File: src/core/clock_startup_regs.vh
`ifndef CLOCK_STARTUP_REGS_VH
`define CLOCK_STARTUP_REGS_VH

// Clock source select codes (fuse value, 0 = programmed)
`define SRC_EXT_CLOCK       4'h0
`define SRC_RESERVED        4'h1
`define SRC_CAL_RC          4'h2
`define SRC_RC_128K         4'h3
`define SRC_LF_XTAL_LO      4'h4
`define SRC_FS_XTAL_LO      4'h6
`define SRC_LP_XTAL_LO      4'h8

// Source kind one-hot encoding
`define KIND_W              6
`define KIND_EXT            6'h01
`define KIND_CAL_RC         6'h02
`define KIND_RC_128K        6'h04
`define KIND_LF_XTAL        6'h08
`define KIND_FS_XTAL        6'h10
`define KIND_LP_XTAL        6'h20

// Low power crystal range codes
`define RANGE_0P4_0P9       3'h4
`define RANGE_0P9_3P0       3'h5
`define RANGE_3P0_8P0       3'h6
`define RANGE_8P0_16P0      3'h7

// Factory defaults
`define DEF_SOURCE_SELECT   4'h2
`define DEF_STARTUP_SELECT  2'h2
`define DEF_DIV8_FUSE       1'h0

// Time-out lengths in watchdog oscillator cycles
`define TOUT_W              14
`define TOUT_NONE           14'h0000
`define TOUT_SHORT          14'h0200
`define TOUT_LONG           14'h2000

// Oscillator start-up counts in oscillator cycles
`define OSC_W               16
`define OSC_6               16'h0006
`define OSC_14              16'h000E
`define OSC_258             16'h0102
`define OSC_1K              16'h0400
`define OSC_16K             16'h4000
`define OSC_32K             16'h8000

// System clock divide-by-eight terminal count
`define DIV8_LAST           3'h7

`endif

File: src/core/edge_sync.v
`timescale 1ns/100ps
// Two-stage synchroniser with rising edge pulse on the second stage
module edge_sync (
    // Clock and reset
    input  wire ref_clk_in,
    input  wire rst_n_in,
    // Data
    input  wire async_in,
    output reg  level_out,
    output wire rise_out
);

    reg meta;
    reg prev;

    always @(posedge ref_clk_in or negedge rst_n_in) begin
        if (!rst_n_in) begin
            meta      <= 1'b0;
            level_out <= 1'b0;
            prev      <= 1'b0;
        end else begin
            meta      <= async_in;
            level_out <= meta;
            prev      <= level_out;
        end
    end

    assign rise_out = level_out & ~prev;

endmodule

File: src/core/cycle_counter.v
`timescale 1ns/100ps
// Down counter advanced by an enable; done when a loaded count is used up
module cycle_counter #(
    parameter WIDTH = 16
) (
    // Clock and reset
    input  wire             ref_clk_in,
    input  wire             rst_n_in,
    // Control
    input  wire             load_in,
    input  wire [WIDTH-1:0] count_in,
    input  wire             tick_in,
    output wire             done_out
);

    reg [WIDTH:0] remaining;

    always @(posedge ref_clk_in or negedge rst_n_in) begin
        if (!rst_n_in) begin
            remaining <= {(WIDTH+1){1'b0}};
        end else if (load_in) begin
            remaining <= {1'b0, count_in};
        end else if (tick_in && remaining != {(WIDTH+1){1'b0}}) begin
            remaining <= remaining - {{WIDTH{1'b0}}, 1'b1};
        end
    end

    assign done_out = (remaining == {(WIDTH+1){1'b0}}) & ~load_in;

endmodule

File: src/core/clock_startup_sequencer.v
// Contract
// - Codes 1111-1000 low power crystal, 0111-0110 full swing, 0101-0100 low frequency.
// - 0011 selects 128 kHz RC, 0010 calibrated RC, 0000 external; 0001 reserved.
// - A fuse reading 1 is unprogrammed, 0 is programmed.
// - Factory default is calibrated RC, start-up 10, divide-by-eight programmed.
// - Internal reset held for a time-out after other reset sources release.
// - Time-out counts 0, 512 or 8192 watchdog oscillator cycles.
// - Oscillator cycles counted before internal reset releases.
// - Reset start uses time-out then count; wake uses count only.
// - Start-up count ranges from 6 cycles external to 32K low frequency.
// - Low power crystal range from upper select bits 100,101,110,111.
// - Low power crystal group 0 start-up select mapping.
// - Low power crystal group 1 start-up select mapping.
// - Programmed divide-by-eight fuse divides system clock by eight; the code divides only for the calibrated RC and 128 kHz RC sources.
// - Factory trim loaded into oscillator trim register during reset.
`timescale 1ns/100ps
`include "clock_startup_regs.vh"
module clock_startup_sequencer #(
    parameter TRIM_W = 8
) (
    // Clock and reset
    input  wire              ref_clk_in,
    input  wire              rst_n_in,
    // Fuse store
    input  wire              fuses_valid_in,
    input  wire [3:0]        clock_source_select_in,
    input  wire [1:0]        startup_time_select_in,
    input  wire              divide_by_eight_fuse_in,
    input  wire              use_factory_default_in,
    input  wire [TRIM_W-1:0] factory_trim_in,
    // Reset sources and wake
    input  wire              ext_reset_active_in,
    input  wire              wake_request_in,
    // Oscillator clocks sampled as levels
    input  wire              watchdog_osc_in,
    input  wire              selected_osc_in,
    // Oscillator control
    output reg  [`KIND_W-1:0] oscillator_enable_out,
    output reg  [2:0]        oscillator_range_select_out,
    output reg               source_invalid_out,
    output reg  [TRIM_W-1:0] oscillator_trim_register_out,
    // Core side
    output reg               internal_reset_out,
    output reg               system_clock_enable_out,
    output reg               fuses_latched_out
);

    // ------------------------------------------------------------
    // Input synchronisers
    // ------------------------------------------------------------
    wire fuses_valid_s;
    wire ext_reset_s;
    wire wake_rise;
    wire wdt_rise;
    wire osc_rise;

    edge_sync u_sync_valid (.ref_clk_in(ref_clk_in), .rst_n_in(rst_n_in), .async_in(fuses_valid_in),
                            .level_out(fuses_valid_s), .rise_out());
    edge_sync u_sync_rst (.ref_clk_in(ref_clk_in), .rst_n_in(rst_n_in), .async_in(ext_reset_active_in),
                          .level_out(ext_reset_s), .rise_out());
    edge_sync u_sync_wake (.ref_clk_in(ref_clk_in), .rst_n_in(rst_n_in), .async_in(wake_request_in),
                           .level_out(), .rise_out(wake_rise));
    edge_sync u_sync_wdt (.ref_clk_in(ref_clk_in), .rst_n_in(rst_n_in), .async_in(watchdog_osc_in),
                          .level_out(), .rise_out(wdt_rise));
    edge_sync u_sync_osc (.ref_clk_in(ref_clk_in), .rst_n_in(rst_n_in), .async_in(selected_osc_in),
                          .level_out(), .rise_out(osc_rise));

    // Fuse fields: two stages, settled long before the synced valid
    reg [3:0] src_meta;
    reg [3:0] src_sync;
    reg [1:0] sut_meta;
    reg [1:0] sut_sync;
    reg       div8_meta;
    reg       div8_sync;
    reg       dflt_meta;
    reg       dflt_sync;

    always @(posedge ref_clk_in or negedge rst_n_in) begin
        if (!rst_n_in) begin
            src_meta  <= `DEF_SOURCE_SELECT;
            src_sync  <= `DEF_SOURCE_SELECT;
            sut_meta  <= `DEF_STARTUP_SELECT;
            sut_sync  <= `DEF_STARTUP_SELECT;
            div8_meta <= `DEF_DIV8_FUSE;
            div8_sync <= `DEF_DIV8_FUSE;
            dflt_meta <= 1'b0;
            dflt_sync <= 1'b0;
        end else begin
            src_meta  <= clock_source_select_in;
            src_sync  <= src_meta;
            sut_meta  <= startup_time_select_in;
            sut_sync  <= sut_meta;
            div8_meta <= divide_by_eight_fuse_in;
            div8_sync <= div8_meta;
            dflt_meta <= use_factory_default_in;
            dflt_sync <= dflt_meta;
        end
    end

    // ------------------------------------------------------------
    // Fuse capture
    // ------------------------------------------------------------
    reg [3:0] source_select;
    reg [1:0] startup_select;
    reg       div8_fuse;

    always @(posedge ref_clk_in or negedge rst_n_in) begin
        if (!rst_n_in) begin
            source_select     <= `DEF_SOURCE_SELECT;
            startup_select    <= `DEF_STARTUP_SELECT;
            div8_fuse         <= `DEF_DIV8_FUSE;
            fuses_latched_out <= 1'b0;
        end else if (fuses_valid_s && !fuses_latched_out) begin
            fuses_latched_out <= 1'b1;
            if (!dflt_sync) begin
                source_select  <= src_sync;
                startup_select <= sut_sync;
                div8_fuse      <= div8_sync;
            end
        end
    end

    // ------------------------------------------------------------
    // Source decode
    // ------------------------------------------------------------
    function [`KIND_W-1:0] decode_source;
        input [3:0] sel;
        begin
            if (sel >= `SRC_LP_XTAL_LO)
                decode_source = `KIND_LP_XTAL;
            else if (sel >= `SRC_FS_XTAL_LO)
                decode_source = `KIND_FS_XTAL;
            else if (sel >= `SRC_LF_XTAL_LO)
                decode_source = `KIND_LF_XTAL;
            else if (sel == `SRC_RC_128K)
                decode_source = `KIND_RC_128K;
            else if (sel == `SRC_CAL_RC)
                decode_source = `KIND_CAL_RC;
            else if (sel == `SRC_EXT_CLOCK)
                decode_source = `KIND_EXT;
            else
                decode_source = {`KIND_W{1'b0}};
        end
    endfunction

    // Time-out length from the start-up select outside the low power crystal table
    function [`TOUT_W-1:0] sut_timeout;
        input [1:0] sut;
        begin
            if (sut == 2'h0)
                sut_timeout = `TOUT_NONE;
            else if (sut == 2'h1)
                sut_timeout = `TOUT_SHORT;
            else
                sut_timeout = `TOUT_LONG;
        end
    endfunction

    wire [`KIND_W-1:0] kind = decode_source(source_select);

    // ------------------------------------------------------------
    // Start-up tables
    // ------------------------------------------------------------
    // Time-out and oscillator count for the selected source and start-up select
    reg [`TOUT_W-1:0] tout_len;
    reg [`OSC_W-1:0]  osc_len;

    always @* begin
        tout_len = `TOUT_NONE;
        osc_len  = `OSC_6;
        case (kind)
            `KIND_LP_XTAL: begin
                case ({source_select[0], startup_select})
                    3'h0: begin osc_len = `OSC_258; tout_len = `TOUT_SHORT; end
                    3'h1: begin osc_len = `OSC_258; tout_len = `TOUT_LONG;  end
                    3'h2: begin osc_len = `OSC_1K;  tout_len = `TOUT_NONE;  end
                    3'h3: begin osc_len = `OSC_1K;  tout_len = `TOUT_SHORT; end
                    3'h4: begin osc_len = `OSC_1K;  tout_len = `TOUT_LONG;  end
                    3'h5: begin osc_len = `OSC_16K; tout_len = `TOUT_NONE;  end
                    3'h6: begin osc_len = `OSC_16K; tout_len = `TOUT_SHORT; end
                    default: begin osc_len = `OSC_16K; tout_len = `TOUT_LONG; end
                endcase
            end
            `KIND_FS_XTAL: begin
                osc_len = source_select[0] ? `OSC_16K : `OSC_258;
                tout_len = sut_timeout(startup_select);
            end
            `KIND_LF_XTAL: begin
                osc_len = source_select[0] ? `OSC_32K : `OSC_1K;
                tout_len = sut_timeout(startup_select);
            end
            default: begin
                // RC and external sources use 6 cycles
                osc_len = `OSC_6;
                tout_len = sut_timeout(startup_select);
            end
        endcase
    end

    // ------------------------------------------------------------
    // Start-up sequencer
    // ------------------------------------------------------------
    localparam ST_FUSE    = 5'h01;
    localparam ST_HOLD    = 5'h02;
    localparam ST_TIMEOUT = 5'h04;
    localparam ST_OSC     = 5'h08;
    localparam ST_RUN     = 5'h10;

    reg [4:0] state;
    reg [4:0] next_state;
    reg       load_tout;
    reg       load_osc;
    wire      tout_done;
    wire      osc_done;

    cycle_counter #(.WIDTH(`TOUT_W)) u_tout (
        .ref_clk_in (ref_clk_in),
        .rst_n_in   (rst_n_in),
        .load_in    (load_tout),
        .count_in   (tout_len),
        .tick_in    (wdt_rise),
        .done_out   (tout_done)
    );

    cycle_counter #(.WIDTH(`OSC_W)) u_osc (
        .ref_clk_in (ref_clk_in),
        .rst_n_in   (rst_n_in),
        .load_in    (load_osc),
        .count_in   (osc_len),
        .tick_in    (osc_rise),
        .done_out   (osc_done)
    );

    always @* begin
        next_state = state;
        load_tout  = 1'b0;
        load_osc   = 1'b0;
        case (state)
            ST_FUSE: begin
                if (fuses_latched_out)
                    next_state = ST_HOLD;
            end
            ST_HOLD: begin
                if (!ext_reset_s && kind != {`KIND_W{1'b0}}) begin
                    load_tout  = 1'b1;
                    next_state = ST_TIMEOUT;
                end
            end
            ST_TIMEOUT: begin
                if (ext_reset_s) begin
                    next_state = ST_HOLD;
                end else if (tout_done) begin
                    load_osc   = 1'b1;
                    next_state = ST_OSC;
                end
            end
            ST_OSC: begin
                if (ext_reset_s)
                    next_state = ST_HOLD;
                else if (osc_done)
                    next_state = ST_RUN;
            end
            ST_RUN: begin
                if (ext_reset_s) begin
                    next_state = ST_HOLD;
                end else if (wake_rise) begin
                    load_osc   = 1'b1;
                    next_state = ST_OSC;
                end
            end
            default: next_state = ST_FUSE;
        endcase
    end

    always @(posedge ref_clk_in or negedge rst_n_in) begin
        if (!rst_n_in)
            state <= ST_FUSE;
        else
            state <= next_state;
    end

    // ------------------------------------------------------------
    // System clock divider
    // ------------------------------------------------------------
    reg [2:0] div_count;
    wire      is_internal = (kind == `KIND_CAL_RC) | (kind == `KIND_RC_128K);
    wire      div_active  = ~div8_fuse & is_internal;

    always @(posedge ref_clk_in or negedge rst_n_in) begin
        if (!rst_n_in)
            div_count <= 3'h0;
        else if (state != ST_RUN)
            div_count <= 3'h0;
        else if (osc_rise)
            div_count <= div_count + 3'h1;
    end

    // ------------------------------------------------------------
    // Outputs
    // ------------------------------------------------------------
    always @(posedge ref_clk_in or negedge rst_n_in) begin
        if (!rst_n_in) begin
            internal_reset_out           <= 1'b1;
            system_clock_enable_out      <= 1'b0;
            oscillator_enable_out        <= {`KIND_W{1'b0}};
            oscillator_range_select_out  <= 3'h0;
            source_invalid_out           <= 1'b0;
            oscillator_trim_register_out <= {TRIM_W{1'b0}};
        end else begin
            internal_reset_out      <= (next_state != ST_RUN) & (state != ST_RUN || ext_reset_s);
            system_clock_enable_out <= (state == ST_RUN) & osc_rise &
                                       (~div_active | (div_count == `DIV8_LAST));
            oscillator_enable_out   <= fuses_latched_out ? kind : {`KIND_W{1'b0}};
            source_invalid_out      <= fuses_latched_out & (kind == {`KIND_W{1'b0}});
            oscillator_range_select_out <= (kind == `KIND_LP_XTAL) ? source_select[3:1] : 3'h0;
            if (state != ST_RUN)
                oscillator_trim_register_out <= factory_trim_in;
        end
    end

endmodule

File: config.mk
export PLATFORM = sky130hd
export DESIGN_NAME = clock_startup_sequencer
export DESIGN_NICKNAME = d
export VERILOG_FILES = /design/src/core/edge_sync.v /design/src/core/cycle_counter.v /design/src/core/clock_startup_sequencer.v
export VERILOG_INCLUDE_DIRS = /design/src /design/src/core
export SDC_FILE = /design/constraint.sdc
export NUM_CORES = 1
export LEC_CHECK = 0
export ABC_AREA = 1
export BUFFER_PORTS_ARGS = -buffer_cell sky130_fd_sc_hd__buf_2
export CAP_MARGIN = 0
export CORE_MARGIN = 10
export CORE_UTILIZATION = 56
export DETAILED_ROUTE_END_ITERATION = 6
export PLACE_DENSITY = 0.76
export REMOVE_ABC_BUFFERS = 1
export SYNTH_ARGS = -nofsm -noshare
export SYNTH_HDL_FRONTEND = slang
export SYNTH_SLANG_ARGS = --single-unit
File: constraint.sdc
create_clock -name ref_clk_in -period 1.9 [get_ports ref_clk_in]
set_input_delay 0.19 -clock ref_clk_in [delete_from_list [all_inputs] [get_ports ref_clk_in]]
set_output_delay 0.19 -clock ref_clk_in [all_outputs]
set_load 0.03 [all_outputs]
==> metrics.yaml <==
cp-end-kind: "flip-flop"
yosysSeqAreaShare_pct: 57.1
fmax_ghz: 0.572
intPower_w: 0.00378
antenna_found_initial: 0
synth_seq_cells: 97
powerDensity_nw_per_um2: 1180
wire_per_inst_um: 14.2
power.share.clock_pct: 23.1
hold_viol: 0
chipWidth_um: 107
maxSlewViolCount: 0
yosys.cell_types.count: 44
cts_num_sinks: 97
yosysWarnings: 0
viasPerCell: 5.19
tightest_slew_ns: 0.436
postLayoutCoreUtil_pct: 68.6
worstPathArrival_ns: 1.99
crit_chain: "inv_2, ha_2, nand2_2, nor2_4, nand3_4, nand3b_2, inv_1, nand2_1, xor2_1, nor2_1"
fin_crit_ns: 1.75
yosys_most_used_dff: "dfrtp_1"
nets: 561
cts_setup_buffers: 0
wirelength_mm: 9.07
slowest_delay_ns: 0.42
power_w: 0.00592
fin_tns_setup_ns: 0
grt_use_total_pct: 16.7
cts_root_buf: "clkbuf_8"
rr_worst_depth: 10
crit_type: "flip-flop to flip-flop"
antenna_left: 0
grt_pass1_wl_mm: 15.6
async_flop_share_pct: 100
swShare_pct: 36.0
clkSlewWorstSetupHoldPaths_ns: 0.10
setup_slack_ns: 0.152
worstPathMaxFanout: 6
fp.dieH_um: 107
syn2layout_area_growth_pct: 17.8
detailroute.via_count: 3311
grt_setup_unrepaired: "no"
boundaryPins: 44
power.leakage_nw: 2.50
core-area_um2: 7330
avgSynthCellArea_um2: 9.28
setup_violations: 0
start_util_pct: 58.2
period_share_pct: 92.0
status: "completed"
grt-ovfl-total: 0
cts_inserted_buffers: 9
synth-edff-count: 0
h-tree-depth: 3
max-cap-violations: 0
place_congestion: 0.884
post-place-ws_ns: 0.113
clock_latency_ns: 0.36
hpwl_mm: 6.37
grt_start_max_net_pins: 62
min_path_type: "primary input to flip-flop"
critPathLaunchType: "flip-flop"
port_buffers: 43
n_antenna_cell: 0
seq_power_share_pct: 47.5
ir_drop_mv: 0.731
postSynthCellCount: 460
grt_pass1_vias: 3321
min_path_cells: 3
skew_ns: 0.0156
drc: 0
netlist_area_um2: 4270
first_pass_iters: 4
drt_iter0_markers: 162
power_switching_w: 0.00213
dieArea_um2: 11500
crit_required_ns: 2.14
placementRows: 31
clockBufferDepth: 2
tritoncts: "built"
relSlewSlack_pct: 70.8
p_comb_share_pct: 29.4
worst_path_max_delay_cell: "dfrtp_1"
layout-drive-gt1-share_pct: 20.4
==> registers in the layout, summed over array words and instances (netlist names), 4 cells and up <==
| name | flops |
|---|---|
| src_sync | 4 |
| oscillator_trim_register_out | 8 |
| state | 5 |
| source_select | 4 |
| u_osc.remaining | 17 |
| oscillator_enable_out | 6 |
| u_tout.remaining | 15 |
| src_meta | 4 |
==> cell usage after synthesis (2+ instances only) <==
cell type,count,area [µm²]
xor2_1,14,123
dfrtp_1,89,2230
nor2_1,67,251
nand4_1,10,62.6
nand3_1,27,135
o21ai_1,4,20.0
mux2_2,2,22.5
inv_2,3,11.3
o31ai_1,2,15.0
nand2_1,91,342
nor3_1,7,35.0
nor2_4,4,45.0
o21ai_0,21,105
inv_1,47,176
clkbuf_1,3,11.3
ha_1,4,50.1
o22ai_1,6,37.5
xnor2_1,3,26.3
a21oi_1,15,75.1
buf_2,2,10.0
nand3b_1,3,22.5
nor2_2,4,25.0
nand2_2,4,25.0
dfstp_2,8,210
==> final cells by class <==
cell class	count	area (µm²)
Sequential cell	97	2440
Fill cell	563	2300
Multi-Input combinational cell	304	1590
Timing Repair Buffer	72	485
Inverter	50	190
Clock buffer	12	145
Tap cell	99	124
Clock inverter	4	55.1
==> critical path, delay by kind of cell, from the launching register on <==
kind	cells	cell delay, ns
XOR/XNOR	1	0.15
adder cells (fa/ha/maj)	1	0.20
buffers and inverters	2	0.24
flip-flops	1	0.42
AND/OR/NAND/NOR	6	0.62
==> power by group through the flow <==
stage                     Combinational [W]  Sequential (W)  Clock (W)
after detailed placement            0.00170         0.00285          0
after global placement              0.00166         0.00284          0
after floorplan                     0.00122         0.00282          0
after global routing                0.00199         0.00287    0.00148
after CTS                           0.00173         0.00281    0.00139
final                               0.00174         0.00281    0.00137
==> timing repair <==
| item | in CTS | in global routing |
|---|---|---|
| setup endpoints to repair | 0 | 12 |
| hold endpoints to repair | 40 | 0 |
| gates resized for setup | 0 | 4 |
| hold buffers | 15 | 0 |
==> per-layer routing <==
metal | wire [µm] | share of wire [%] | global-route usage (%) | up-vias
li1 | - | - | - | 1628
met1 | 4030 | 44 | 21.0 | 1603
met2 | 4570 | 50 | 27.6 | 70
met3 | 340 | 3.7 | 4.55 | 10
met4 | 123 | 1.4 | 5.03 | 0
met5 | 0 | 0 | 0 | -
==> cells by family after synthesis <==
group / count (synthesis) / synth area share [%]
and+or+nand+nor: 228 / 25.0
DFF: 97 / 57.1
buffers and inverters: 59 / 5.75
AOI/OAI and AO/OA: 53 / 6.92
xor gates and xnor gates: 17 / 3.49
adders and majority gates: 4 / 1.17
muxes: 2 / 0.528
==> metrics by stage <==
stage          hold WS [ns]  area [µm²]  cells
2_1_floorplan        -0.106        4210    451
3_3_place_gp          0.148        4670    607
3_5_place_dp          0.150        4670    607
4_1_cts             0.00141        5020    638
5_1_grt              0.0174        5030    638
6_report             0.0192        5030    638
==> placed cells by master, fill, tap and decap left out, types with 2 or more instances in the layout <==
cell / instances
o21ai_0: 21
nand2_2: 4
mux2_2: 2
nand4_1: 10
clkbuf_1: 2
o22ai_1: 6
a21oi_1: 15
o31ai_1: 2
clkinv_4: 2
nor2_4: 4
buf_4: 14
nor3_1: 7
nand3_1: 27
ha_1: 3
nor2_1: 66
clkbuf_8: 10
buf_2: 42
nand2_1: 91
xor2_1: 14
nor2_2: 5
dfrtp_1: 89
dlygate4sd3_1: 15
xnor2_1: 3
o21ai_1: 4
nand3b_1: 3
inv_2: 3
inv_1: 46
dfstp_2: 8
==> worst paths after layout <==
path	end	slack, ns	from
min in group asynchronous	u_tout.remaining[6]$_DFFE_PN0P_	0.30	rst_n_in
max in group asynchronous	internal_reset_out$_DFF_PN1_	0.90	rst_n_in
setup / recovery	u_tout.remaining[7]$_DFFE_PN0P_	0.15	u_tout.remaining[0]$_DFFE_PN0P_
hold / removal	oscillator_trim_register_out[7]$_DFFE_PN0N_	0.02	factory_trim_in[7]
setup reg to reg	u_tout.remaining[7]$_DFFE_PN0P_	0.15	u_tout.remaining[0]$_DFFE_PN0P_
hold reg to reg	div8_sync$_DFF_PN0_	0.36	div8_meta$_DFF_PN0_
(Power assumes the default switching activity.)
